File: src/ashp_pkg.sv
// constants, pin bundle and state codes shared by the serial host port files
// assumes a single 250 MHz system clock; pins arrive from outside that domain
package ashp_pkg;

	localparam int ASHP_WORD_BITS = 24;
	localparam logic [4:0] ASHP_LAST_BIT = 5'h17;
	localparam logic [4:0] ASHP_CNT_ZERO = 5'h00;

	// control word field positions
	localparam int ASHP_CTRL_UNIPOLAR_BIT = 12;
	localparam int ASHP_CTRL_COMP_CUR_BIT = 14;
	localparam logic [23:0] ASHP_CTRL_RESET = 24'h000000;
	localparam logic [23:0] ASHP_WORD_ZERO = 24'h000000;

	// self-clocking serial clock: 32 ns period
	localparam int ASHP_CLK_PERIOD_NS = 4;
	localparam int ASHP_SCLK_HALF_NS = 16;
	localparam int ASHP_SCLK_HALF_CYC_INT = (ASHP_SCLK_HALF_NS + ASHP_CLK_PERIOD_NS - 1) / ASHP_CLK_PERIOD_NS;
	localparam logic [3:0] ASHP_SCLK_HALF_CYC = 4'(ASHP_SCLK_HALF_CYC_INT);
	localparam logic [3:0] ASHP_DIV_ZERO = 4'h0;

	localparam int ASHP_SYNC_STAGES = 2;

	typedef struct packed {
		logic self_clock;
		logic transmit_frame_n;
		logic receive_frame_n;
		logic register_select;
		logic serial_in;
		logic sclk;
	} ashp_pins_type;

	// idle pins: self clocking, both strobes high, select and data low, serial clock high
	localparam ashp_pins_type ASHP_PINS_IDLE = 6'h39;

	typedef enum logic [1:0] {
		ASHP_IDLE = 2'b00,
		ASHP_WRITE = 2'b01,
		ASHP_READ = 2'b10,
		ASHP_DONE = 2'b11
	} ashp_state_type;

endpackage

File: src/ashp_port.sv
// frame-synchronised serial host port of a measurement converter
// assumes the conversion core supplies result words and calibration events on clk
// Functional notes
// - self-clocking: serial clock starts only after transmit or receive frame goes low
// - self-clocking: receive frame low enables both clock and data drivers, unless a result read finds ready high
// - external clocking: data driver enabled only after receive frame low
// - ready output falls when a fresh result word is available
// - ready returns high after the last bit of a result word leaves
// - ready also falls when calibration finishes
// - result read drives data only with receive frame low and ready low
// - written bits are sampled on rising serial clock while transmit frame low
// - result is straight binary when unipolar, offset binary when bipolar
// - one data line writes control or calibration, reads control, calibration, result
// - compensation current follows a bit of the control word
// - strap high selects self-clocking, low selects host-supplied clock
// - register select low targets control, high targets result or calibration
// - self-clocking: clock released on frame high or when word is complete
// - control loads only after 24 bits; shorter frames dropped, extra clocks ignored
`timescale 1ns/10ps
module ashp_port
	import ashp_pkg::*;
(
	input wire logic clk,
	input wire logic rstn,
	input wire logic self_clock_strap,
	input wire logic sclk_in,
	output logic sclk_out,
	output logic sclk_oe,
	input wire logic transmit_frame_n,
	input wire logic receive_frame_n,
	input wire logic register_select,
	input wire logic serial_io_line_in,
	output logic serial_io_line_out,
	output logic serial_io_line_oe,
	output logic word_ready_n,
	input wire logic [23:0] result_raw,
	input wire logic result_valid,
	input wire logic cal_done,
	input wire logic cal_select,
	input wire logic [23:0] cal_read_word,
	output logic [23:0] cal_write_word,
	output logic cal_write_pulse,
	output logic [23:0] control_word,
	output logic comp_current_en
);

	ashp_pins_type pins_raw;
	ashp_pins_type pins_s;
	ashp_state_type state_reg;
	logic [4:0] bit_cnt_reg;
	logic [23:0] shift_reg;
	logic [23:0] result_hold_reg;
	logic [23:0] ctrl_reg;
	logic [23:0] result_coded;
	logic target_high_reg;
	logic read_result_reg;
	logic ready_n_reg;
	logic oe_reg;
	logic ext_sclk_prev_reg;
	logic cal_pulse_reg;
	logic [23:0] cal_word_reg;
	logic div_run;
	logic div_level;
	logic div_rise;
	logic div_fall;
	logic bit_rise;
	logic bit_fall;
	logic frame_busy;
	logic last_rise;
	logic read_complete;

	assign pins_raw = '{self_clock: self_clock_strap, transmit_frame_n: transmit_frame_n,
		receive_frame_n: receive_frame_n, register_select: register_select,
		serial_in: serial_io_line_in, sclk: sclk_in};

	ashp_sync u_sync (
		.clk(clk),
		.rstn(rstn),
		.pins_in(pins_raw),
		.pins_out(pins_s)
	);

	assign frame_busy = (state_reg == ASHP_WRITE) || (state_reg == ASHP_READ);
	assign div_run = pins_s.self_clock && frame_busy;

	ashp_sclk_div u_div (
		.clk(clk),
		.rstn(rstn),
		.run(div_run),
		.sclk_level(div_level),
		.rise(div_rise),
		.fall(div_fall)
	);

	always_ff @(posedge clk or negedge rstn)
	begin
		if (!rstn)
			ext_sclk_prev_reg <= 1'b1;
		else
			ext_sclk_prev_reg <= pins_s.sclk;
	end

	// strap picks the edge source; the synchronised copy of the host clock is only seen in external mode
	assign bit_rise = pins_s.self_clock ? div_rise : (pins_s.sclk && !ext_sclk_prev_reg);
	assign bit_fall = pins_s.self_clock ? div_fall : (!pins_s.sclk && ext_sclk_prev_reg);

	assign sclk_out = div_level;
	assign sclk_oe = div_run;

	assign last_rise = bit_rise && (bit_cnt_reg == ASHP_LAST_BIT);
	assign read_complete = (state_reg == ASHP_READ) && last_rise && read_result_reg;

	// frame sequencing; a write frame wins if both strobes fall together
	always_ff @(posedge clk or negedge rstn)
	begin
		if (!rstn)
		begin
			state_reg <= ASHP_IDLE;
			bit_cnt_reg <= ASHP_CNT_ZERO;
			target_high_reg <= 1'b0;
			read_result_reg <= 1'b0;
		end
		else
		begin
			case (state_reg)
				ASHP_IDLE:
				begin
					bit_cnt_reg <= ASHP_CNT_ZERO;
					target_high_reg <= pins_s.register_select;
					if (!pins_s.transmit_frame_n)
					begin
						state_reg <= ASHP_WRITE;
						read_result_reg <= 1'b0;
					end
					else if (!pins_s.receive_frame_n)
					begin
						read_result_reg <= pins_s.register_select && !cal_select;
						// no result pending: the frame is held off with both drivers quiet
						if (pins_s.register_select && !cal_select && ready_n_reg)
							state_reg <= ASHP_DONE;
						else
							state_reg <= ASHP_READ;
					end
				end
				ASHP_WRITE:
				begin
					if (pins_s.transmit_frame_n)
						state_reg <= ASHP_IDLE;
					else if (bit_rise)
					begin
						bit_cnt_reg <= bit_cnt_reg + 5'h01;
						if (last_rise)
							state_reg <= ASHP_DONE;
					end
				end
				ASHP_READ:
				begin
					if (pins_s.receive_frame_n)
						state_reg <= ASHP_IDLE;
					else if (bit_rise)
					begin
						bit_cnt_reg <= bit_cnt_reg + 5'h01;
						if (last_rise)
							state_reg <= ASHP_DONE;
					end
				end
				ASHP_DONE:
				begin
					// extra clocks are ignored until both strobes return high
					if (pins_s.transmit_frame_n && pins_s.receive_frame_n)
						state_reg <= ASHP_IDLE;
				end
				default:
					state_reg <= ASHP_IDLE;
			endcase
		end
	end

	// one shift register serves both directions of the single data line
	always_ff @(posedge clk or negedge rstn)
	begin
		if (!rstn)
			shift_reg <= ASHP_WORD_ZERO;
		else if (state_reg == ASHP_IDLE)
		begin
			if (!pins_s.register_select)
				shift_reg <= ctrl_reg;
			else if (cal_select)
				shift_reg <= cal_read_word;
			else
				shift_reg <= result_hold_reg;
		end
		else if (state_reg == ASHP_WRITE && bit_rise && !pins_s.transmit_frame_n)
			shift_reg <= {shift_reg[22:0], pins_s.serial_in};
		else if (state_reg == ASHP_READ && bit_fall && bit_cnt_reg != ASHP_CNT_ZERO)
			shift_reg <= {shift_reg[22:0], 1'b0};
	end

	assign serial_io_line_out = shift_reg[23];

	// driver turns off when receive frame rises or, in external mode only, at the first fall after the last bit so the host keeps hold time
	always_ff @(posedge clk or negedge rstn)
	begin
		if (!rstn)
			oe_reg <= 1'b0;
		else if (state_reg == ASHP_READ)
			oe_reg <= !pins_s.receive_frame_n;
		else if (state_reg == ASHP_DONE && oe_reg)
			oe_reg <= !(bit_fall || pins_s.receive_frame_n);
		else
			oe_reg <= 1'b0;
	end

	assign serial_io_line_oe = oe_reg;

	// control word and calibration writes commit only on the 24th rising edge
	always_ff @(posedge clk or negedge rstn)
	begin
		if (!rstn)
		begin
			ctrl_reg <= ASHP_CTRL_RESET;
			cal_word_reg <= ASHP_WORD_ZERO;
			cal_pulse_reg <= 1'b0;
		end
		else
		begin
			cal_pulse_reg <= 1'b0;
			if (state_reg == ASHP_WRITE && last_rise && !pins_s.transmit_frame_n)
			begin
				if (!target_high_reg)
					ctrl_reg <= {shift_reg[22:0], pins_s.serial_in};
				else
				begin
					cal_word_reg <= {shift_reg[22:0], pins_s.serial_in};
					cal_pulse_reg <= 1'b1;
				end
			end
		end
	end

	assign control_word = ctrl_reg;
	assign cal_write_word = cal_word_reg;
	assign cal_write_pulse = cal_pulse_reg;
	assign comp_current_en = ctrl_reg[ASHP_CTRL_COMP_CUR_BIT];

	// core hands two's complement when bipolar; flipping the sign bit gives offset binary
	assign result_coded = ctrl_reg[ASHP_CTRL_UNIPOLAR_BIT] ? result_raw :
		{!result_raw[23], result_raw[22:0]};

	always_ff @(posedge clk or negedge rstn)
	begin
		if (!rstn)
			result_hold_reg <= ASHP_WORD_ZERO;
		else if (result_valid)
			result_hold_reg <= result_coded;
	end

	// a new word or calibration end in the same cycle as a completed read keeps ready low
	always_ff @(posedge clk or negedge rstn)
	begin
		if (!rstn)
			ready_n_reg <= 1'b1;
		else if (result_valid || cal_done)
			ready_n_reg <= 1'b0;
		else if (read_complete)
			ready_n_reg <= 1'b1;
	end

	assign word_ready_n = ready_n_reg;

	property p_sclk_strap;
		@(posedge clk) disable iff (!rstn)
		sclk_oe |-> pins_s.self_clock;
	endproperty
	a_sclk_strap: assert property (p_sclk_strap) else $error("serial clock driven in external mode");

	property p_sclk_start;
		@(posedge clk) disable iff (!rstn)
		$rose(sclk_oe) |-> $past(!pins_s.transmit_frame_n || !pins_s.receive_frame_n);
	endproperty
	a_sclk_start: assert property (p_sclk_start) else $error("serial clock started without a frame");

	property p_sclk_release;
		@(posedge clk) disable iff (!rstn)
		(sclk_oe && ((pins_s.transmit_frame_n && pins_s.receive_frame_n) || last_rise)) |=> !sclk_oe;
	endproperty
	a_sclk_release: assert property (p_sclk_release) else $error("serial clock not released");

	property p_ready_fall;
		@(posedge clk) disable iff (!rstn)
		(result_valid || cal_done) |=> !word_ready_n;
	endproperty
	a_ready_fall: assert property (p_ready_fall) else $error("ready did not fall on new word or calibration");

	property p_ready_rise;
		@(posedge clk) disable iff (!rstn)
		(read_complete && !result_valid && !cal_done) |=> word_ready_n ##1 (word_ready_n || $past(result_valid || cal_done));
	endproperty
	a_ready_rise: assert property (p_ready_rise) else $error("ready not returned high after result word");

	property p_data_gate;
		@(posedge clk) disable iff (!rstn)
		$rose(serial_io_line_oe) && read_result_reg |-> $past(!word_ready_n, 2) && $past(!pins_s.receive_frame_n);
	endproperty
	a_data_gate: assert property (p_data_gate) else $error("result driven without ready low");

	property p_oe_frame;
		@(posedge clk) disable iff (!rstn)
		serial_io_line_oe |-> $past(!pins_s.receive_frame_n);
	endproperty
	a_oe_frame: assert property (p_oe_frame) else $error("data driver on without receive frame");

	property p_ctrl_load;
		@(posedge clk) disable iff (!rstn)
		(state_reg == ASHP_WRITE && last_rise && !pins_s.transmit_frame_n && !target_high_reg)
		|=> ctrl_reg == $past({shift_reg[22:0], pins_s.serial_in});
	endproperty
	a_ctrl_load: assert property (p_ctrl_load) else $error("control word not loaded on 24th bit");

	property p_ctrl_hold;
		@(posedge clk) disable iff (!rstn)
		(state_reg != ASHP_WRITE || !last_rise) |=> $stable(ctrl_reg);
	endproperty
	a_ctrl_hold: assert property (p_ctrl_hold) else $error("control word changed without full write");

	property p_coding;
		@(posedge clk) disable iff (!rstn)
		result_valid |=> result_hold_reg == ($past(ctrl_reg[ASHP_CTRL_UNIPOLAR_BIT]) ? $past(result_raw) :
			{!$past(result_raw[23]), $past(result_raw[22:0])});
	endproperty
	a_coding: assert property (p_coding) else $error("result coding wrong for range");

	property p_comp_current;
		@(posedge clk) disable iff (!rstn)
		comp_current_en == control_word[ASHP_CTRL_COMP_CUR_BIT] ##1 $changed(ctrl_reg) |-> $past(last_rise);
	endproperty
	a_comp_current: assert property (p_comp_current) else $error("compensation enable moved without a write");

endmodule

File: src/ashp_sync.sv
// two-stage synchroniser for a bundle of pin levels
// assumes every bit is a slow level or an edge no faster than two clocks
`timescale 1ns/10ps
module ashp_sync
	import ashp_pkg::*;
(
	input wire logic clk,
	input wire logic rstn,
	input ashp_pins_type pins_in,
	output ashp_pins_type pins_out
);

	ashp_pins_type meta_reg;
	ashp_pins_type sync_reg;

	// first stage feeds only the second stage
	always_ff @(posedge clk or negedge rstn)
	begin
		if (!rstn)
		begin
			meta_reg <= ASHP_PINS_IDLE;
			sync_reg <= ASHP_PINS_IDLE;
		end
		else
		begin
			meta_reg <= pins_in;
			sync_reg <= meta_reg;
		end
	end

	assign pins_out = sync_reg;

endmodule

File: src/ashp_sclk_div.sv
// serial clock generator for self-clocking mode
// idles high while not running; rise and fall are one-cycle pulses aligned to the toggles
`timescale 1ns/10ps
module ashp_sclk_div
	import ashp_pkg::*;
(
	input wire logic clk,
	input wire logic rstn,
	input wire logic run,
	output logic sclk_level,
	output logic rise,
	output logic fall
);

	logic [3:0] div_reg;
	logic sclk_reg;
	logic tick;

	assign tick = run && (div_reg == ASHP_SCLK_HALF_CYC - 4'h1);

	always_ff @(posedge clk or negedge rstn)
	begin
		if (!rstn)
			div_reg <= ASHP_DIV_ZERO;
		else if (!run || tick)
			div_reg <= ASHP_DIV_ZERO;
		else
			div_reg <= div_reg + 4'h1;
	end

	// a stopped clock parks high so the next frame opens with a falling edge
	always_ff @(posedge clk or negedge rstn)
	begin
		if (!rstn)
			sclk_reg <= 1'b1;
		else if (!run)
			sclk_reg <= 1'b1;
		else if (tick)
			sclk_reg <= !sclk_reg;
	end

	assign sclk_level = sclk_reg;
	assign rise = tick && !sclk_reg;
	assign fall = tick && sclk_reg;

endmodule

File: config.mk
export PLATFORM = sky130hd
export DESIGN_NAME = ashp_port
export DESIGN_NICKNAME = d
export VERILOG_FILES = /design/src/ashp_pkg.sv /design/src/ashp_port.sv /design/src/ashp_sync.sv /design/src/ashp_sclk_div.sv
export SDC_FILE = /design/constraint.sdc
export NUM_CORES = 1
export LEC_CHECK = 0
export ABC_AREA = 0
export BUFFER_PORTS_ARGS = -buffer_cell sky130_fd_sc_hd__buf_2
export CORE_AREA = 2 2 90 127
export DETAILED_ROUTE_END_ITERATION = 8
export DIE_AREA = 0 0 92 129
export GPL_TIMING_DRIVEN = 0
export PLACE_DENSITY = 0.79
export REMOVE_ABC_BUFFERS = 1
export SLEW_MARGIN = 20
export SYNTH_ARGS = -nofsm -noshare
export SYNTH_HDL_FRONTEND = slang
export SYNTH_SLANG_ARGS = --single-unit
File: constraint.sdc
create_clock -name clk -period 2.88 [get_ports clk]
set_input_delay 0.576 -clock clk [delete_from_list [all_inputs] [get_ports clk]]
set_output_delay 0.576 -clock clk [all_outputs]
set_load 0.05 [all_outputs]
Word level (Yosys, flattened, before mapping)
Cells that the tools add are included.
{ "totals": {"ramBits": 0, "n_memories": 0, "romBits": 0, "regBits": 126, "out_inout_bits": 55, "latch_bits": 0} }
{ "op_classes": {"n_mux": 32, "mul": 0, "n_shift": 0, "div": 0, "n_bitwise": 1, "order_cmp": 0, "n_eq_ne": 11, "n_reduce_logical": 42, "addsub": 2} }
{ "ops": {"columns": ["operator", "n"], "rows": [
  ["$mux 24", 6],
  ["$logic_and 1x1->1", 19],
  ["$mux 5", 3],
  ["$pmux 5 s3", 1],
  ["$mux 2", 7],
  ["$mux 1", 13],
  ["$ne 2x2->1 const B", 5],
  ["$logic_not 1->1", 9],
  ["$pmux 2 s4", 1],
  ["$reduce_and 2->1", 4],
  ["$reduce_bool 3->1", 2],
  ["$add 5x1->5 const B", 1],
  ["$eq 5x5->1 const B", 1],
  ["$reduce_bool 5->1", 1],
  ["$add 4x1->4 const B", 1],
  ["$eq 2x2->1 const B", 2],
  ["$eq 4x2->1 const B", 1],
  ["$logic_or 1x1->1", 4],
  ["$mux 4", 1],
  ["$ne 3x3->1 const B", 1],
  ["$reduce_and 3->1", 1],
  ["$eq 2x1->1 const B", 1],
  ["$logic_not 2->1", 1],
  ["$reduce_bool 2->1", 1],
  ["$not 1->1", 1]
]} }

Longest topological paths before layout
Gate-level depths: netlist (run 1).
{ "logic_depth": {"depth_word": 11, "mapped_depth": 9} }

Cells and area by module
A second synthesis (run 1) with hierarchy kept.
{ "hier_totals": {"cells_unflattened": 438, "hier_area_um2": 5889.4} }
{ "modules_own_cells": {"columns": ["module", "area_each_um2", "cells_per_inst", "n_inst", "seq_area_each_um2"], "rows": [
  ["ashp_port", 5331.4, 404, 1, 2730.1],
  ["ashp_sync", 310.3, 12, 1, 310.3],
  ["ashp_sclk_div", 247.7, 22, 1, 126.4]
]} }

Worst setup path before layout (run 1)
No wires, ideal clock.
{ "synth_path": {"path_type": "reg-to-reg", "from": "reg state_reg[1]", "to": "reg shift_reg[10]", "setup_time_ns": 0.125, "stages_incl_launch_ff": 10, "setup_slack_ns": 0.503, "synth_period_minus_slack_ns": 2.377, "arrival_time_ns": 2.251, "cell_sequence": "dfrtp_1 -> inv_1 -> ha_1 -> nand2_1 -> inv_1 -> a31oi_1 -> o221a_1 -> buf_6 -> buf_12 -> mux2_4"} }
{ "synth_between": {"elab_chain_cells": 10, "elab_cells_between_ends": 17, "cone_classes": "eq/ne: 2; mux: 4; reduce/logical: 11"} }
{ "synth_lines": {"columns": ["element", "line_no", "source"], "rows": [
  ["start: declaration", "ashp_port.sv:49", "ashp_state_type state_reg;"],
  ["start signal: assignment", "ashp_port.sv:118", "state_reg <= ASHP_IDLE;"],
  ["start signal: assignment", "ashp_port.sv:132", "state_reg <= ASHP_WRITE;"],
  ["start signal: assignment", "ashp_port.sv:140", "state_reg <= ASHP_DONE;"],
  ["$eq 2x1->1 or $eq 2x2->1 (tied branches)", "ashp_port.sv:83", "assign frame_busy = (state_reg == ASHP_WRITE) || (state_reg == ASHP_READ);"],
  ["$logic_or 1x1->1 (*)", "ashp_port.sv:83", null],
  ["$logic_and 1x1->1 (*)", "ashp_port.sv:84", "assign div_run = pins_s.self_clock && frame_busy;"],
  ["named net sclk_oe", "ashp_port.sv:28", "output logic sclk_oe,"],
  ["$logic_and 1x1->1 (*)", "ashp_sclk_div.sv:19", "assign tick = run && (div_reg == ASHP_SCLK_HALF_CYC - 4'h1);"],
  ["$logic_and 1x1->1", "ashp_sclk_div.sv:43", "assign rise = tick && !sclk_reg;"],
  ["$mux 1", "ashp_port.sv:104", "assign bit_rise = pins_s.self_clock ? div_rise : (pins_s.sclk && !ext_sclk_prev_reg);"],
  ["$logic_and 1x1->1 (2 in a row)", "ashp_port.sv:193", "else if (state_reg == ASHP_WRITE && bit_rise && !pins_s.transmit_frame_n)"],
  ["$mux 24", "ashp_port.sv:193", null],
  ["$mux 24", "ashp_port.sv:184", "else if (state_reg == ASHP_IDLE)"],
  ["end signal: assignment", "ashp_port.sv:187", "shift_reg <= ctrl_reg;"],
  ["end signal: assignment", "ashp_port.sv:194", "shift_reg <= {shift_reg[22:0], pins_s.serial_in};"],
  ["end signal: assignment", "ashp_port.sv:196", "shift_reg <= {shift_reg[22:0], 1'b0};"],
  ["end: declaration", "ashp_port.sv:51", "logic [23:0] shift_reg;"]
]} }
The timed path passes the listed nets; every way through them passes the cells marked *.
A chain may end at the register's enable or synchronous reset.

Final worst setup path (run 1)
{ "layout_path": {"from": "reg state_reg[1]", "to": "reg shift_reg[23]"} }
{ "layout_between": {"elab_chain_cells": 10, "elab_cells_between_ends": 17, "cone_classes": "eq/ne: 2; mux: 4; reduce/logical: 11"} }
{ "layout_lines": {"columns": ["element", "line_no"], "rows": [
  ["$eq 2x1->1 or $eq 2x2->1 (tied branches)", "ashp_port.sv:83, ashp_port.sv:193, ashp_port.sv:195"],
  ["$logic_or 1x1->1", "ashp_port.sv:83"],
  ["$logic_and 1x1->1", "ashp_port.sv:84"],
  ["$logic_and 1x1->1", "ashp_sclk_div.sv:19"],
  ["$logic_and 1x1->1", "ashp_sclk_div.sv:43"],
  ["$mux 1", "ashp_port.sv:104"],
  ["$logic_and 1x1->1 (2 in a row)", "ashp_port.sv:193"],
  ["$mux 24", "ashp_port.sv:193"],
  ["$mux 24", "ashp_port.sv:184"]
]} }
Several ways; a longest one is shown, not always the timed one.

==> results.toml, run 1 <==
[layout]
syn2layout_area_growth_pct = 22.3
nNetsFinal = 608
layoutNonFillerInstCount = 696
antenna_cells = 0
fin_area_sq_mm = 0.00712
drive_above_1_share = 0.474
final_core_util = 0.665

[floorplanning]
io_pins = 114
initial_core_util = 0.544
core.rowCount = 45
die_area_sq_mm = 0.0119
fp.dieH_um = 129
die_w_um = 92
fp.coreArea_sq_mm = 0.0107

[clock_tree]
numCtsBuffers = 17
cts_tree = "yes"
clock_path_buffers = 2
clk_pin_slew_worst_paths_ns = 0.05
cts_root_buf = "clkbuf_16"
clock_sinks = 126
clk_latency_ns = 0.41
htreeDepth = 4

[routing]
via_per_inst = 5.72
ant_nets = 0
route.detailed.drc = 0
dr.pass1.iters = 4
post_drt_wl_per_cell_um = 18.1
wirelength_mm = 12.6
first_iter_violations = 240
vias = 3981

[global_routing]
grt.total_usage = 0.221
grt_max_degree = 75
use_met3 = 0.0556
top_usage_layer = "met2"
grt_use_met1 = 0.259
grt_pass1_vias = 4140
use_met2 = 0.385
grt_overflow = 0
antenna_found_initial = 0
grt_pass1_wl_mm = 20.4

[place]
place.gp.congestion = 0.746
placed_area_sq_mm = 0.00650
place_inst = 663
dp_hpwl_mm = 8.27
port-buffer-count = 113

[sta]
fmax_mhz = 364
finalHoldViolations = 0
slew_headroom = 0.423
clock_skew_ns = 0.00991
setup_viol = 0
worst_pin_slew_ns = 0.865
rsz0062_at_grt = "false"
fin_crit_sh = 0.955
min_period_ns = 2.75
worst_hold_slack_ns = 0.120
drv_slew = 0

[setup_path]
critPathCaptureType = "flip-flop"
crit_path_max_incr_delay_ns = 0.65
cp_slowest_cell = "inv_2"
cp_top_family = "buffers and inverters"
path_max_fanout = 49
critPathBufInv = 3
cp-start-kind = "flip-flop"
path_cells = "inv_1, ha_1, inv_2, o221a_2, buf_12, mux2_2"
crit_type = "reg2reg"
arrival_ns = 3.04
worstPathRequired_ns = 3.17

[synth]
yosysWarnings = 0
synth.distinct_cells = 53
ys_seq_elements = 126
synth_cells = 434
yosys.area.top_type = "dfrtp_1"
synthTopCellsByArea = "dfrtp_1 49%, mux2_2 15%, dfstp_2 5.0%"
async_reset_ff_frac = 1.00
yosysSeqAreaShare = 0.544
ys.flop_type = "dfrtp_1"
netlist_area_sq_mm = 0.00582
synth_top_area_frac = 0.495
synth-edff-count = 0
postSynthAreaPerCell_sq_um = 13.4

[power]
leakagePower_nw = 3.70
power.total_mw = 6.13
power.density_mw_per_mm2 = 861
ir_worst_vdd_v = 0.000433

[outcome]
status = "finished, final reports clean"

[hold_path]
worstHoldPathType = "in2async"

[run]
cap_violations = 0
-- final timing paths --
kind / slack [ns] / endpoint / depth (start not counted) / startpoint
worst max-delay path: 0.13 / shift_reg[23]$_DFFE_PN0P_ / 6 / state_reg[1]$_DFFE_PN0P_
worst min-delay path: 0.12 / state_reg[0]$_DFFE_PN0P_ / 1 / rstn
worst max register to register: 0.13 / shift_reg[23]$_DFFE_PN0P_ / 6 / state_reg[1]$_DFFE_PN0P_
worst min register to register: 0.35 / u_sync.pins_out[1]$_DFF_PN0_ / 0 / u_sync.meta_reg[1]$_DFF_PN0_
max in group asynchronous: 2.03 / u_sync.meta_reg[0]$_DFF_PN1_ / 2 / rstn
min in group clk: 0.27 / u_sync.meta_reg[4]$_DFF_PN1_ / 1 / transmit_frame_n
-- power breakdown --
part           switching [mW]  leakage [nW]  internal (mW)  total [mW]
registers               0.235          1.62           2.04        2.27
clock network           0.730         0.289           1.40        2.13
logic                   0.861          1.79          0.862        1.72
total                    1.83          3.70           4.30        6.13
-- timing repair --
item	CTS	global route
gates resized for setup	1	1
setup buffers	0	1
endpoints found under the setup margin	24	37
pin swaps	1	1
hold buffers	0	0
-- cells in the mapped netlist (2+ instances only) --
library cell  count
a21oi_1           6
mux2_2           77
a211oi_1         23
buf_12            2
mux2_4           19
buf_6             2
a21o_1           23
buf_1             3
buf_2             4
o211ai_1          2
o2bb2ai_1         3
nand3_1           4
a31oi_1           5
dfstp_2          11
nor3_1            2
xnor2_1           2
nand2b_1          3
mux2i_1          24
a221o_1           2
inv_1             9
clkbuf_1         16
or4_2             3
nor3b_1           2
o31ai_1           3
buf_4             3
nand2_1           5
nor2_1           30
dfrtp_1         115
ha_1              7
-- cells by family after synthesis --
group / Yosys count / share of synthesized area
compound gates: 81 / 0.106
xor+xnor: 3 / 0.00452
fa+ha+maj: 7 / 0.0151
buf+inv: 39 / 0.0361
flops: 126 / 0.544
mux: 121 / 0.241
simple gates: 57 / 0.0521
-- placed cells by master (no fill, tap or decap), drive strengths merged, types with 6 or more instances in the layout --
cell,n
mux2i,24
a21o,23
dfrtp,115
clkbuf,25
a211oi,23
a21oi,6
ha,7
mux2,97
buf,119
inv,9
nor2,30
dfstp,11
-- metrics by stage --
stage | setup TNS, ns | worst slack [ns]
6_report | 0 | 0.129
2_1_floorplan | -4.28 | -0.240
5_1_grt | 0 | 0.0167
3_5_place_dp | -9.20 | -0.392
3_3_place_gp | -71.91 | -1.10
4_1_cts | 0 | 0.00403
-- metal layers --
layer,routed length (um),up-vias
li1,-,1808
met1,4990,2035
met2,6810,119
met3,577,19
met4,231,0
met5,0,-
-- area by class of cell --
class | instances | area [sq um]
Clock buffer | 25 | 475
Clock inverter | 7 | 110
Fill cell | 786 | 3580
Inverter | 9 | 33.8
Multi-Input combinational cell | 269 | 2460
Sequential cell | 126 | 3170
Tap cell | 141 | 176
Timing Repair Buffer | 119 | 693
No activity file was read; power rests on OpenSTA's default activity.
==> run 2: changes to the inputs <==
--- a/config.mk
+++ b/config.mk
@@ -14,3 +14,2 @@
 export PLACE_DENSITY = 0.79
-export REMOVE_ABC_BUFFERS = 1
 export SLEW_MARGIN = 20
==> constraint.sdc (replaced) <==
create_clock -name clk -period 2.88 [get_ports clk]
set_input_delay 0.432 -clock clk [delete_from_list [all_inputs] [get_ports clk]]
set_output_delay 0.432 -clock clk [all_outputs]
set_load 0.05 [all_outputs]
==> run 2 against run 1 <==
Core utilization up 0.96 points; combinational power is 6% higher; critical path depth increased by 2; sequential power about the same; total power increased by 3.3%; sequential cell count did not move; worst hold slack lost 0.010 ns; cell count increased by 3.4%; largest cell class unchanged.
==> results.toml, run 2 (synthesis gave the netlist of run 1 again) <==
[setup_path]
crit_path_max_incr_delay_ns = 0.44
critPathBufInv = 3
worstPathRequired_ns = 3.18
rrSetupSlack_ns = 0.16
critPathCaptureType = "flip-flop"
cp-start-kind = "flip-flop"
path_max_fanout = 10
crit_type = "reg2reg"
path_cells = "inv_1, ha_1, nand2_1, o32a_1, buf_6, nor3_4, buf_4, mux2_2"
arrival_ns = 3.03
cp_slowest_cell = "dfrtp_1"
cp_top_family = "buffers and inverters"

[place]
port-buffer-count = 111
pre_cts_slack_ns = 0.161
placed_area_sq_mm = 0.00658
dp_hpwl_mm = 9.12
place_inst = 687
place.gp.congestion = 0.854

[synth]
syn-num-nets = 500

[routing]
post_drt_wl_per_cell_um = 18.4
route.detailed.drc = 0
via_per_inst = 5.62
wirelength_mm = 13.2
first_iter_violations = 154
vias = 4046
dr.pass1.iters = 4
ant_nets = 0

[clock_tree]
htreeDepth = 4
cts_tree = "yes"
clock_sinks = 126
clk_pin_slew_worst_paths_ns = 0.06
clk_latency_ns = 0.42
post_cts_buffers = 0
cts_root_buf = "clkbuf_16"
numCtsBuffers = 17
clock_path_buffers = 2

[layout]
antenna_cells = 0
syn2layout_area_growth_pct = 24.1
drive_above_1_share = 0.461
layoutNonFillerInstCount = 720
final_core_util = 0.675
final_common_cell = "dfrtp_1"
nNetsFinal = 632
fin_area_sq_mm = 0.00722
final_cell_mix = "115 x dfrtp_1, 114 x buf_2, 77 x mux2_2, 30 x nor2_1, 24 x mux2i_1"

[sta]
rsz0062_at_grt = "false"
fin_crit_sh = 0.946
worst_pin_slew_ns = 0.727
slew_headroom = 0.515
setup_viol = 0
clock_skew_ns = 0.00524
drv_slew = 0
min_period_ns = 2.72
finalHoldViolations = 0
fin_ws_ns = 0.156
fmax_mhz = 367

[global_routing]
grt_max_degree = 80
grt_overflow = 0
grt.total_usage = 0.232
antenna_found_initial = 0
grt_pass1_wl_mm = 21.1
grt_pass1_vias = 4277

[floorplanning]
core.rowCount = 45
die_area_sq_mm = 0.0119
die_w_um = 92
io_pins = 114
fp.coreArea_sq_mm = 0.0107
initial_core_util = 0.544
fp.dieH_um = 129

[power]
power.total_mw = 6.33
power.density_mw_per_mm2 = 877
ir_worst_vdd_v = 0.000559
leakagePower_nw = 3.72

[run]
cap_violations = 0

[hold_path]
worstHoldPathType = "in2reg"

[outcome]
status = "finished, final reports clean"
[run 2: cell types whose count changed in the layout (fill, tap and decap cells not counted), moves of 2 or more]
cell,delta
buf_1,+3
clkinvlp_4,+4
buf_2,+2
clkbuf_1,+13
buf_4,+2
buf_16,-2
[run 2: where the power goes]
group / leakage (nW) / total [mW] / internal (mW) / switching [mW]
Combinational: 1.82 / 1.82 / 0.927 / 0.892
Clock: 0.289 / 2.24 / 1.46 / 0.774
Sequential: 1.62 / 2.27 / 2.04 / 0.235
[run 2: routing by layer]
metal	global-route usage	part of all wire	wire length (um)	vias to the layer above
li1	-	-	-	1859
met2	0.409	0.54	7120	100
met4	0.107	0.028	375	0
met5	0	0	0	-
met3	0.0568	0.037	492	33
met1	0.267	0.40	5240	2054
[run 2: stage by stage]
step	setup TNS [ns]	hold slack [ns]
2_1_floorplan	0	0.136
3_3_place_gp	-14.90	0.334
3_5_place_dp	0	0.338
4_1_cts	0	0.101
5_1_grt	0	0.106
6_report	0	0.109
[run 2: cell type report]
class	instances	area [sq um]
repair buffers	113	599
clock buffers	21	450
well taps	141	176
plain buffers	30	176
inverters	9	33.8
fillers	794	3480
clock inverters	11	165
flip-flops and latches	126	3170
multi-input cells	269	2450
[run 2: path summary, 6_finish.rpt]
| path | to | from | cells after the start |
|---|---|---|---|
| max reg2reg | cal_write_word[9]$_DFFE_PN0P_ | state_reg[1]$_DFFE_PN0P_ | 8 |
| min in group asynchronous | u_sync.pins_out[1]$_DFF_PN0_ | rstn | 2 |
| min | u_sync.meta_reg[4]$_DFF_PN1_ | transmit_frame_n | 1 |
| min reg2reg | u_sync.pins_out[1]$_DFF_PN0_ | u_sync.meta_reg[1]$_DFF_PN0_ | 0 |
| max in group asynchronous | word_ready_n$_DFFE_PN1P_ | rstn | 3 |
| max | cal_write_word[9]$_DFFE_PN0P_ | state_reg[1]$_DFFE_PN0P_ | 8 |
[run 2: timing repair]
item / CTS / global route
setup endpoints to repair: 0 / 20
hold buffers: 1 / 0
resized for setup: 0 / 1
endpoints found under the hold margin: 37 / 0
